--- src/sfrc_pkg.sv ---
// Package with register layout, reset values and widths of the FIFO request control
package sfrc_pkg;
    // =====================================================
    // Register field positions
    localparam int TX_IRQ_EN_BIT = 7;     // Transmit request interrupt enable
    localparam int TX_FLUSH_BIT  = 6;     // Transmit flush, self clearing
    localparam int TX_TH_HI      = 5;     // Transmit threshold, upper bit
    localparam int TX_TH_LO      = 4;     // Transmit threshold, lower bit
    localparam int RX_IRQ_EN_BIT = 3;     // Receive request interrupt enable
    localparam int RX_FLUSH_BIT  = 2;     // Receive flush, self clearing
    localparam int RX_TH_HI      = 1;     // Receive threshold, upper bit
    localparam int RX_TH_LO      = 0;     // Receive threshold, lower bit

    // =====================================================
    // Widths and reset values
    localparam int          REG_W       = 8;          // Register width
    localparam int          TH_W        = 2;          // Threshold field width
    localparam int          CNT_W       = 3;          // Default FIFO count width
    localparam logic [7:0]  CTRL_RESET  = 8'h00;      // Whole register after reset
    localparam logic [1:0]  TH_ZERO     = 2'h0;       // Threshold value zero
endpackage

--- src/sfrc_fifo_request_control.sv ---
// FIFO request, interrupt and flush control for the serial engine byte FIFOs
`timescale 1ns/1ps
// =====================================================
// Summary of operation
// - Transmit threshold zero: request only when empty
// - Receive interrupt enable is bit 3, resets 0
// - Enabled receive request raises the interrupt
// - Receive flush resets counters, clears after cycle
// - Receive request when count exceeds threshold
// - Transmit request when count at most threshold
// - Transmit flush resets counters, clears after cycle
// =====================================================
module sfrc_fifo_request_control #(
    parameter int CNT_W = sfrc_pkg::CNT_W                  // FIFO byte count width
) (
    input  wire logic                         clk_sys,     // System clock
    input  wire logic                         reset,       // Asynchronous reset
    input  wire logic                         regWrEn,     // Control register write strobe
    input  wire logic [sfrc_pkg::REG_W-1:0]   regWrData,   // Control register write data
    output logic      [sfrc_pkg::REG_W-1:0]   regRdData,   // Control register read data
    input  wire logic [CNT_W-1:0]             txFifoCount, // Bytes in transmit FIFO
    input  wire logic [CNT_W-1:0]             rxFifoCount, // Bytes in receive FIFO
    output logic                              txRequestFlag, // Transmit request level
    output logic                              rxRequestFlag, // Receive request level
    output logic                              smbIrq,      // Serial engine interrupt
    output logic                              txFlush,     // Transmit counter reset pulse
    output logic                              rxFlush      // Receive counter reset pulse
);

    // =====================================================
    // Control state
    logic                        txIrqEn_q;      // Transmit request interrupt enable
    logic                        rxIrqEn_q;      // Receive request interrupt enable
    logic [sfrc_pkg::TH_W-1:0]   txThreshold_q;  // Transmit threshold field
    logic [sfrc_pkg::TH_W-1:0]   rxThreshold_q;  // Receive threshold field
    logic                        txFlush_q;      // Transmit flush bit
    logic                        rxFlush_q;      // Receive flush bit
    logic [sfrc_pkg::REG_W-1:0]  rdData_q;       // Read data register
    logic                        irq_q;          // Interrupt register
    logic                        txReq;          // Transmit request, combinational
    logic                        rxReq;          // Receive request, combinational

    // Widen a threshold to the count width for comparison
    function automatic logic [CNT_W-1:0] widenTh(input logic [sfrc_pkg::TH_W-1:0] th);
        logic [CNT_W-1:0] w;
        w = '0;
        w[sfrc_pkg::TH_W-1:0] = th;
        return w;
    endfunction

    // =====================================================
    // Enables and thresholds, written by firmware
    always_ff @(posedge clk_sys or posedge reset)
    begin
        if (reset)
        begin
            txIrqEn_q     <= sfrc_pkg::CTRL_RESET[sfrc_pkg::TX_IRQ_EN_BIT];
            rxIrqEn_q     <= sfrc_pkg::CTRL_RESET[sfrc_pkg::RX_IRQ_EN_BIT];
            txThreshold_q <= sfrc_pkg::CTRL_RESET[sfrc_pkg::TX_TH_HI:sfrc_pkg::TX_TH_LO];
            rxThreshold_q <= sfrc_pkg::CTRL_RESET[sfrc_pkg::RX_TH_HI:sfrc_pkg::RX_TH_LO];
        end
        else if (regWrEn)
        begin
            // Plain read-write fields
            txIrqEn_q     <= regWrData[sfrc_pkg::TX_IRQ_EN_BIT];
            rxIrqEn_q     <= regWrData[sfrc_pkg::RX_IRQ_EN_BIT];
            txThreshold_q <= regWrData[sfrc_pkg::TX_TH_HI:sfrc_pkg::TX_TH_LO];
            rxThreshold_q <= regWrData[sfrc_pkg::RX_TH_HI:sfrc_pkg::RX_TH_LO];
        end
    end

    // =====================================================
    // Flush bits: set by a write of one, dropped by hardware next cycle
    always_ff @(posedge clk_sys or posedge reset)
    begin
        if (reset)
        begin
            txFlush_q <= 1'b0;
            rxFlush_q <= 1'b0;
        end
        else
        begin
            // High for exactly one cycle after the write
            txFlush_q <= regWrEn && regWrData[sfrc_pkg::TX_FLUSH_BIT] && !txFlush_q;
            rxFlush_q <= regWrEn && regWrData[sfrc_pkg::RX_FLUSH_BIT] && !rxFlush_q;
        end
    end

    // =====================================================
    // Request levels from FIFO counts
    always_comb
    begin
        // At or below threshold; threshold zero means empty only
        txReq = (txFifoCount <= widenTh(txThreshold_q));
        // Above threshold; threshold zero means not empty
        rxReq = (rxFifoCount > widenTh(rxThreshold_q));
    end

    // =====================================================
    // Interrupt, level while an enabled request stands
    always_ff @(posedge clk_sys or posedge reset)
    begin
        if (reset)
        begin
            irq_q <= 1'b0;
        end
        else
        begin
            irq_q <= (rxIrqEn_q && rxReq) || (txIrqEn_q && txReq);
        end
    end

    // =====================================================
    // Read data, the register as it stands
    always_ff @(posedge clk_sys or posedge reset)
    begin
        if (reset)
        begin
            rdData_q <= sfrc_pkg::CTRL_RESET;
        end
        else
        begin
            rdData_q <= {txIrqEn_q, txFlush_q, txThreshold_q,
                         rxIrqEn_q, rxFlush_q, rxThreshold_q};
        end
    end

    // Output drive
    assign regRdData     = rdData_q;
    assign txRequestFlag = txReq;
    assign rxRequestFlag = rxReq;
    assign smbIrq        = irq_q;
    assign txFlush       = txFlush_q;
    assign rxFlush       = rxFlush_q;
endmodule

--- config.mk ---
export PLATFORM = sky130hd
export DESIGN_NAME = sfrc_fifo_request_control
export DESIGN_NICKNAME = d
export VERILOG_FILES = /design/src/sfrc_pkg.sv /design/src/sfrc_fifo_request_control.sv
export SDC_FILE = /design/constraint.sdc
export NUM_CORES = 1
export LEC_CHECK = 0
export BUFFER_PORTS_ARGS = -buffer_cell sky130_fd_sc_hd__buf_4
export CAP_MARGIN = 20
export CORE_MARGIN = 2
export CORE_UTILIZATION = 30
export DETAILED_ROUTE_END_ITERATION = 6
export RECOVER_POWER = 25
export SLEW_MARGIN = 15
export SYNTH_ARGS = -nofsm -noshare
export SYNTH_HDL_FRONTEND = slang
export SYNTH_SLANG_ARGS = --single-unit
--- constraint.sdc ---
create_clock -name clk_sys -period 1.6 [get_ports clk_sys]
set_clock_uncertainty 0.1 [all_clocks]
set_input_delay 0 -clock clk_sys [delete_from_list [all_inputs] [get_ports clk_sys]]
set_output_delay 0 -clock clk_sys [all_outputs]
set_load 0.02 [all_outputs]
# Word-level counts from Yosys, hierarchy flattened
# Index checks and enable logic that the tools add are counted.
word_totals:
  wordCells: 19
  reg_bits: 17
  input_bits: 17
op_classes:
  reduce_logical: 9
  n_lt_le_gt_ge: 2
op_table:
  columns: ["cell", "n"]
  rows:
  - ["logical AND 1 bit", 6]
  - ["> comparator 3 x 2 -> 1 bit", 1]
  - ["<= comparator 3 x 2 -> 1 bit", 1]
  - ["zero test 1 bit", 2]
  - ["logical OR 1 bit", 1]

# Logic depth before layout (Yosys ltp)
# Gate-level depths: netlist (run 1).
logic_depth:
  word_depth: 3
  ltp_mapped: 5

# Worst setup path after synthesis (run 1)
# No wires, ideal clock.
synth_path:
  path_type: "register to register"
  startpoint: "register txThreshold_q[1] (netlist name)"
  endpoint: "register irq_q, in the netlist smbIrq"
  path_slack_ns: 0.075
  synth_period_minus_slack_ns: 1.525
  t_required_ns: 1.432
  setup_ns: 0.068
  stages_incl_launch_ff: 6
  path_buffers: 0
  arrival_ns: 1.358
  cell_sequence: "dfrtp_1 > inv_1 > ha_1 > nor2b_4 > o31ai_2 > a22o_1"
synth_between:
  elab_chain_cells: 3
synth_rtl:
  columns: ["item", "line_no", "source"]
  rows:
  - ["start: declaration", "sfrc_fifo_request_control.sv:34", "logic [sfrc_pkg::TH_W-1:0] txThreshold_q;"]
  - ["start signal: assignment", "sfrc_fifo_request_control.sv:59", "txThreshold_q <= sfrc_pkg::CTRL_RESET[sfrc_pkg::TX_TH_HI:sfrc_pkg::TX_TH_LO];"]
  - ["start signal: assignment", "sfrc_fifo_request_control.sv:67", "txThreshold_q <= regWrData[sfrc_pkg::TX_TH_HI:sfrc_pkg::TX_TH_LO];"]
  - ["<= comparator 3 x 2 -> 1 bit", "sfrc_fifo_request_control.sv:94", "txReq = (txFifoCount <= widenTh(txThreshold_q));"]
  - ["named net txRequestFlag", "sfrc_fifo_request_control.sv:23", "output logic txRequestFlag,"]
  - ["logical AND 1 bit", "sfrc_fifo_request_control.sv:109", "irq_q <= (rxIrqEn_q && rxReq) || (txIrqEn_q && txReq);"]
  - ["logical OR 1 bit", "sfrc_fifo_request_control.sv:109", null]
  - ["end signal: assignment", "sfrc_fifo_request_control.sv:109", null]
  - ["end: declaration", "sfrc_fifo_request_control.sv:39", "logic irq_q;"]
# The timed path passes the listed nets, and every way through them passes these cells.
# A chain may end at the register's enable or synchronous reset.

# Final worst setup path (run 1)
layout_path:
  startpoint: "register txThreshold_q[1] (netlist name)"
  endpoint: "output port txRequestFlag"
layout_between:
  elab_chain_cells: 1
layout_rtl:
  columns: ["item", "line_no"]
  rows:
  - ["<= comparator 3 x 2 -> 1 bit", "sfrc_fifo_request_control.sv:94"]
  - ["end: declaration", "sfrc_fifo_request_control.sv:23"]
# Every way passes these cells.

==> results of run 1 <==
-- routing by layer --
layer,vias to the layer above,track usage
met5,-,0
met4,0,0.0556
met3,2,0.0268
met2,16,0.182
met1,246,0.149
li1,257,-
-- kinds of logic after synthesis --
family          Yosys count
simple gates             10
compound gates            5
mux                       4
fa+ha+maj                 4
buf+inv                   7
flops                    17
-- sequential cells by signal, summed over array words and instances (netlist names) --
name	flops
regRdData	8
rxFlush	1
rxIrqEn_q	1
rxThreshold_q	2
smbIrq	1
txFlush	1
txIrqEn_q	1
txThreshold_q	2
-- area by class of cell --
class                      count  area [um2]  share of cell area
multi-input combinational     23         230               0.201
inverter                       6        22.5              0.0197
timing repair buffer          49         405               0.354
sequential                    17         425               0.372
tap                           27        33.8              0.0295
clock buffer                   4        26.3              0.0230
-- synth_stat cells, drive strengths merged --
cell,count
a22o,1
o31ai,1
ha,4
nand2b,1
nand3b,1
buf,1
mux2,4
inv,6
a32oi,1
dfrtp,17
o21ai,2
nand2,4
nor2b,1
nor2,3
-- metrics by stage --
step	util	hold WS, ps	cell area, um2	power (mW)	cells
2_1_floorplan	-	-174	642	0.600	47
3_3_place_gp	0.448	19.2	888	0.693	102
3_5_place_dp	0.448	20.1	888	0.697	102
4_1_cts	0.557	4.51	1100	0.960	124
5_1_grt	0.577	99.5	1140	1.04	126
6_report	0.577	116	1140	0.971	126
-- worst max-delay path: cells and delay by family, from the launching register on --
family                   cells  cell delay (ps)
AO/OA/AOI/OAI                1              260
adder cells (fa/ha/maj)      1              190
AND/OR/NAND/NOR              1              120
buffers and inverters        2              230
flip-flops                   1              400
-- power by group through the flow --
stage / clock network [mW] / logic [mW] / registers, mW
finish: 0.213 / 0.271 / 0.487
global route: 0.255 / 0.292 / 0.492
CTS: 0.224 / 0.249 / 0.487
detailed placement: 0 / 0.201 / 0.496
global placement: 0 / 0.198 / 0.495
floorplan: 0 / 0.0753 / 0.525
-- repair_timing --
item                                    CTS  global route
endpoints found under the setup margin    1             2
resized for setup                         1             5
setup buffers                             0             2
hold endpoints to repair                 25             0
pin swaps                                 0             2
hold buffers                             18             0
-- worst paths after layout --
kind | start | to | slack (ps) | depth (start not counted)
worst min register to register | rxThreshold_q[1] | regRdData[1] | 300 | 0
worst max-delay path | txThreshold_q[1] | txRequestFlag | 30 | 5
worst max register to register | txThreshold_q[1] | smbIrq | 130 | 6
max in group asynchronous | reset | smbIrq | 720 | 3
worst min-delay path | txFifoCount[2] | smbIrq | 120 | 4
min in group asynchronous | reset | rxThreshold_q[1] | 280 | 3
==> impl_metrics.tcl, run 1 <==
set metrics [dict create \
    outcome "complete, no violations" \
    cp.arrival_ps 1470 \
    postRouteAntennaNets 0 \
    grt_pass1_wl_um 2160 \
    drc 0 \
    max-clock-path-buffers 2 \
    setup_slack_ps 25.1 \
    end_kind "output port" \
    synth_compound_area_frac 0.0624 \
    p_sw_uw 255 \
    vias_per_cell 4.13 \
    ioPinCount 30 \
    route.met3.wl_um 68 \
    grt_pass1_vias 505 \
    p_int_uw 716 \
    synthTopCellsByArea "dfrtp_1, ha_1, mux2_2" \
    cts_root_buffer "clkbuf_4" \
    most-common-layout-cells "buf_4, dlygate4sd3_1, dfrtp_1" \
    wl_met1_um 610 \
    drt_iter0_drc 3 \
    dr.pass1.iters 4 \
    avgSynthCellArea_um2 13.7 \
    critPathRequiredTime_ps 1500 \
    cts-htree-levels 1 \
    pre_cts_slack_ps 234 \
    period_needed_ps 1570 \
    yosys.area_share.simple 0.0838 \
    fin_setup_tns_ps 0 \
    muxShareOfSynthArea 0.0702 \
    combPwrFrac 0.279 \
    synth_seq_cells 17 \
    max-cap-violations 0 \
    gp_congestion 0.681 \
    crit_path_top_delay_cell "dfrtp_1" \
    synthXorXnorAreaFrac 0 \
    top_layer "met4" \
    p_per_area_nw_per_um2 849 \
    drive_gt1_frac 0.414 \
    cts.sinks 17 \
    coreArea_um2 1980 \
    clkTransAtPathRegs_ps 90 \
    power_frac_clock 0.220 \
    yosysUniqueCellTypes 14 \
    p_leak_nw 0.551 \
    synthCells 47 \
    netlist.area_leader.share 0.663 \
    die_area_um2 2530 \
    period_share 0.984 \
    seq_area_frac_synth 0.663 \
    cts_tree "yes" \
    wl_um 1410 \
    worstSetupPathType "reg -> out" \
    rsz0062_at_grt "yes" \
    num_rows 16 \
    p_seq_frac 0.501 \
    numPortBuffers 29 \
    die_w_um 50.3 \
    hold_viol 0 \
    synth.largest_area_cell "dfrtp_1" \
    vias 521 \
    critPathMaxFanout 2 \
    syn_to_final_growth_pct 78.2 \
    setup_viol 0 \
    tightest_slew_ps 631 \
    drv_slew 0 \
    n_antenna_cell 0 \
    ir_worst_vdd_v 0.000425 \
    synth_fa_ha_area_frac 0.0780 \
    clock_latency_ps 270 \
    synth_top_family_by_area "simple AND/OR/NAND/NOR gates" \
    dpl.hpwl_um 883 \
    wl_per_cell_um 11.2 \
    crit_path_max_incr_delay_ps 400 \
    crit_chain "inv_2, ha_4, nor2b_4, o31ai_4, buf_6" \
    start_util 0.324 \
    clock.fmax_mhz 635 \
    overflow 0 \
    hold_path.class "in -> reg" \
    synth_fp_nets 68 \
    start_kind "flip-flop" \
    n_fill_cell 185 \
    yosys_warnings 0 \
    numCtsBuffers 3 \
    final_common_cell "buf_4" \
    dieHeight_um 50.3 \
    nNetsFinal 121 \
    grt_max_degree 18 \
    track_usage 0.115 \
    syn_area_um2 642 \
    p_sw_frac 0.262 \
    relSlewSlack 0.579 \
    antenna_found_initial 0 \
    wl_met2_um 710 \
]
Note: power is estimated with default switching activity, not from simulation.
==> run 2: changes to the inputs <==
- CORE_MARGIN: 2 -> 3
==> run 2 against run 1 <==
- global-route usage rose by 0.38 points
- count of clock-buffer cells in the layout fell by 1
- setup slack improved by 31 ps
- clock power rose by 4%
- die area increased by 8.1%
- non-clock buffer count is the same
- sequential share of layout area down 0.36 points
==> impl_metrics.tcl, run 2 (synthesis gave the netlist of run 1 again) <==
set metrics [dict create \
    grt_pass1_wl_um 2360 \
    overflow 0 \
    hold_ws_ps 126 \
    drt_iter0_drc 0 \
    final_common_cell "buf_4" \
    grt_max_degree 18 \
    clock.fmax_mhz 648 \
    wl_per_cell_um 12.1 \
    start_util 0.321 \
    cts_tree "yes" \
    postRouteAntennaNets 0 \
    die_w_um 52.3 \
    die_area_um2 2730 \
    period_share 0.965 \
    vias_per_cell 4.17 \
    cts_root_buffer "clkbuf_4" \
    relSlewSlack 0.593 \
    setup_viol 0 \
    hold-path-cell-count 4 \
    drc 0 \
    vias 526 \
    track_usage 0.119 \
    start_kind "flip-flop" \
    max-cap-violations 0 \
    antenna_found_initial 0 \
    clkTransAtPathRegs_ps 100 \
    ir_worst_vdd_v 0.000505 \
    worstSetupPathType "reg -> out" \
    numCtsBuffers 3 \
    grt_pass1_vias 563 \
    syn_to_final_growth_pct 79.9 \
    nNetsFinal 121 \
    multiInputGateArea_um2 238 \
    fin_cells 126 \
    most-common-layout-cells "buf_4, dlygate4sd3_1, dfrtp_1" \
    numPortBuffers 29 \
    drv_slew 0 \
    total_power_uw 984 \
    ioPinCount 30 \
    outcome "complete, no violations" \
    fin_setup_tns_ps 0 \
    rsz0062_at_grt "yes" \
    hold_path.class "in -> reg" \
    cts-htree-levels 1 \
    num_rows 16 \
    n_antenna_cell 0 \
    fin_area_um2 1150 \
    hold_viol 0 \
    dpl_cell_area_um2 888 \
    drive_gt1_frac 0.434 \
    max-clock-path-buffers 2 \
    dr.pass1.iters 1 \
    critPathMaxFanout 2 \
    n_fill_cell 188 \
    critPathRequiredTime_ps 1500 \
    tightest_slew_ps 610 \
    use_met1 0.130 \
    end_kind "output port" \
    cts.sinks 17 \
    gp_congestion 0.668 \
    period_needed_ps 1540 \
    dieHeight_um 52.3 \
    met2_usage 0.220 \
    largest_reg_flops 8 \
    dpl.hpwl_um 996 \
    dp.cells 102 \
    p_per_area_nw_per_um2 852 \
    clock_latency_ps 280 \
    p_leak_nw 0.556 \
    ff2ff_path_depth 2 \
    met3_usage 0.0342 \
    busiest_layer "met2" \
    cp.arrival_ps 1440 \
    wl_um 1520 \
    coreArea_um2 2000 \
    seq_area_um2 425 \
]
run 2: changes by cell type in the layout (fill, tap and decap cells not counted), sizes merged:
cell,delta
clkinv,+1
buf,-1
dlygate4sd3,+1
clkbuf,-1
run 2: layout make-up:
type | instances | area share
Sequential cell | 17 | 0.368
Clock buffer | 3 | 0.0195
Timing Repair Buffer | 49 | 0.353
Multi-Input combinational cell | 23 | 0.206
Tap cell | 27 | 0.0293
Inverter | 6 | 0.0195
Clock inverter | 1 | 0.00433
run 2: worst paths after layout:
path / slack, ps / startpoint / end
max: 60 / txThreshold_q[1] / txRequestFlag
min: 130 / txFifoCount[1] / smbIrq
max reg2reg: 150 / rxThreshold_q[0] / rxThreshold_q[0]
min reg2reg: 300 / txThreshold_q[1] / regRdData[5]
max in group asynchronous: 770 / reset / regRdData[0]
min in group asynchronous: 240 / reset / rxIrqEn_q
run 2: layer usage:
metal | routed length, um | vias to the layer above | share of wire
li1 | - | 259 | -
met2 | 846 | 13 | 0.56
met5 | 0 | - | 0
met3 | 82 | 2 | 0.054
met1 | 578 | 252 | 0.38
met4 | 17 | 0 | 0.011
run 2: critical path: stages (launching register included):
cell and delay (ps):
dfrtp_1 400, inv_2 80, ha_4 200, nor2b_4 130, o31ai_4 210, buf_6 150
run 2: what timing repair did:
item	4_1_cts	5_1_grt
hold buffers	18	1
setup endpoints to repair	2	2
gates resized for setup	3	5
endpoints found under the hold margin	26	1
buffers inserted	0	1
pin swaps	0	2
run 2: power by group:
group	total, mW	switching, mW	internal, mW
clock	0.221	0.128	0.0927
sequential	0.488	0.0190	0.469
combinational	0.276	0.123	0.153
total	0.984	0.270	0.714
run 2: through the flow:
stage,setup WS [ps],utilization
floorplan,74.5,-
detailed placement,233,0.444
CTS,-2.71,0.558
finish,56.1,0.577
global route,-25.9,0.577
global placement,310,0.444
==> run 3: changes to the inputs <==
- MAX_ROUTING_LAYER: default -> met4
==> run 3 against run 2 <==
- critical path depth did not move
- wire length barely moved
- largest power group unchanged
- power barely moved
- largest cell class unchanged
- setup slack barely moved
==> impl_metrics.tcl, run 3 (synthesis gave the netlist of run 1 again) <==
set metrics [dict create \
    die_w_um 52.3 \
    coreArea_um2 2000 \
    use_met1 0.130 \
    grt_pass1_wl_um 2370 \
    wl_um 1520 \
    finalCoreUtilization 0.577 \
    met3_usage 0.0342 \
    total_power_uw 984 \
    most-common-layout-cells "buf_4, dlygate4sd3_1, dfrtp_1" \
    numCtsBuffers 3 \
    met2_usage 0.220 \
    critPathMaxFanout 2 \
    n_antenna_cell 0 \
    rsz0062_at_grt "yes" \
    die_area_um2 2730 \
    start_util 0.321 \
    hold_ws_ps 126 \
    p_per_area_nw_per_um2 852 \
    p_sw_uw 270 \
    cts_tree "yes" \
    outcome "complete, no violations" \
    multiInputGateArea_um2 238 \
    syn_to_final_growth_pct 79.9 \
    largest_reg_flops 8 \
    final_common_cell "buf_4" \
    numPortBuffers 29 \
    hold_viol 0 \
    period_needed_ps 1540 \
    cts-htree-levels 1 \
    drt_iter0_drc 0 \
    gp_congestion 0.674 \
    clock_latency_ps 280 \
    drc 0 \
    n_fill_cell 188 \
    busiest_layer "met2" \
    setup_viol 0 \
    critPathRequiredTime_ps 1500 \
    overflow 0 \
    end_kind "output port" \
    cts_root_buffer "clkbuf_4" \
    period_share 0.965 \
    ioPinCount 30 \
    start_kind "flip-flop" \
    nNetsFinal 121 \
    worstSetupPathType "reg -> out" \
    dpl.hpwl_um 996 \
    power_frac_clock 0.224 \
    hold_path.class "in -> reg" \
    dr.pass1.iters 1 \
    grt_pass1_vias 563 \
    r2r_slack_ps 150 \
    clkTransAtPathRegs_ps 100 \
    antenna_found_initial 0 \
    drv_slew 0 \
    p_seq_frac 0.495 \
    dieHeight_um 52.3 \
    ir_worst_vdd_v 0.000505 \
    combPwrFrac 0.280 \
    track_usage 0.122 \
    fin_setup_tns_ps 0 \
    p_int_uw 714 \
    num_rows 16 \
    p_sw_frac 0.274 \
    relSlewSlack 0.593 \
    vias_per_cell 4.16 \
    seq_area_um2 425 \
    cp.arrival_ps 1440 \
    postRouteAntennaNets 0 \
    vias 524 \
    wl_per_cell_um 12.1 \
    tightest_slew_ps 609 \
    cts.sinks 17 \
    drive_gt1_frac 0.434 \
    max-clock-path-buffers 2 \
    grt_max_degree 18 \
    clock.fmax_mhz 648 \
    p_leak_nw 0.556 \
    max-cap-violations 0 \
]
-- run 3: cell counts in the layout (fill, tap and decap cells not counted) --
Identical to the previous run, type by type.
-- run 3: metal layers --
layer	up-vias	wire, um
met2	13	846
met1	251	578
met4	0	17
li1	258	-
met3	2	82
met5	-	0
-- run 3: worst max-delay path, stage by stage (launching register included) --
cell and delay, ps:
dfrtp_1 400, inv_2 80, ha_4 200, nor2b_4 130, o31ai_4 210, buf_6 150
-- run 3: power groups by stage --
stage | Combinational [mW] | Clock [mW] | Sequential (mW)
floorplan | 0.0753 | 0 | 0.525
detailed placement | 0.203 | 0 | 0.496
global placement | 0.200 | 0 | 0.494
global route | 0.297 | 0.254 | 0.492
CTS | 0.259 | 0.235 | 0.487
finish | 0.276 | 0.221 | 0.488
-- run 3: area by class of cell --
cell class              instances  share of cell area
multi-input cells              23               0.206
repair buffers                 49               0.353
well taps                      27              0.0293
clock inverters                 1             0.00433
clock buffers                   3              0.0195
flip-flops and latches         17               0.368
inverters                       6              0.0195
-- run 3: repair_timing --
item	in CTS	in global routing
hold buffers	18	1
pin swaps	0	2
endpoints found under the hold margin	26	1
cloned	0	0
gates resized for setup	3	5
buffers inserted	0	1
endpoints found under the setup margin	2	2
-- run 3: final timing paths --
| kind | to | startpoint | cells after the start |
|---|---|---|---|
| max in group asynchronous | regRdData[0] | reset | 3 |
| min in group asynchronous | rxIrqEn_q | reset | 3 |
| min | smbIrq | txFifoCount[1] | 4 |
| min reg2reg | regRdData[5] | txThreshold_q[1] | 0 |
| max | txRequestFlag | txThreshold_q[1] | 5 |
| max reg2reg | rxThreshold_q[0] | rxThreshold_q[0] | 2 |
-- run 3: through the flow --
step / area, um2 / setup WS, ps / instances
after floorplan: 642 / 74.5 / 47
after global placement: 888 / 310 / 102
after detailed placement: 888 / 233 / 102
after CTS: 1120 / -2.71 / 124
after global routing: 1150 / -25.9 / 126
final: 1150 / 56.1 / 126
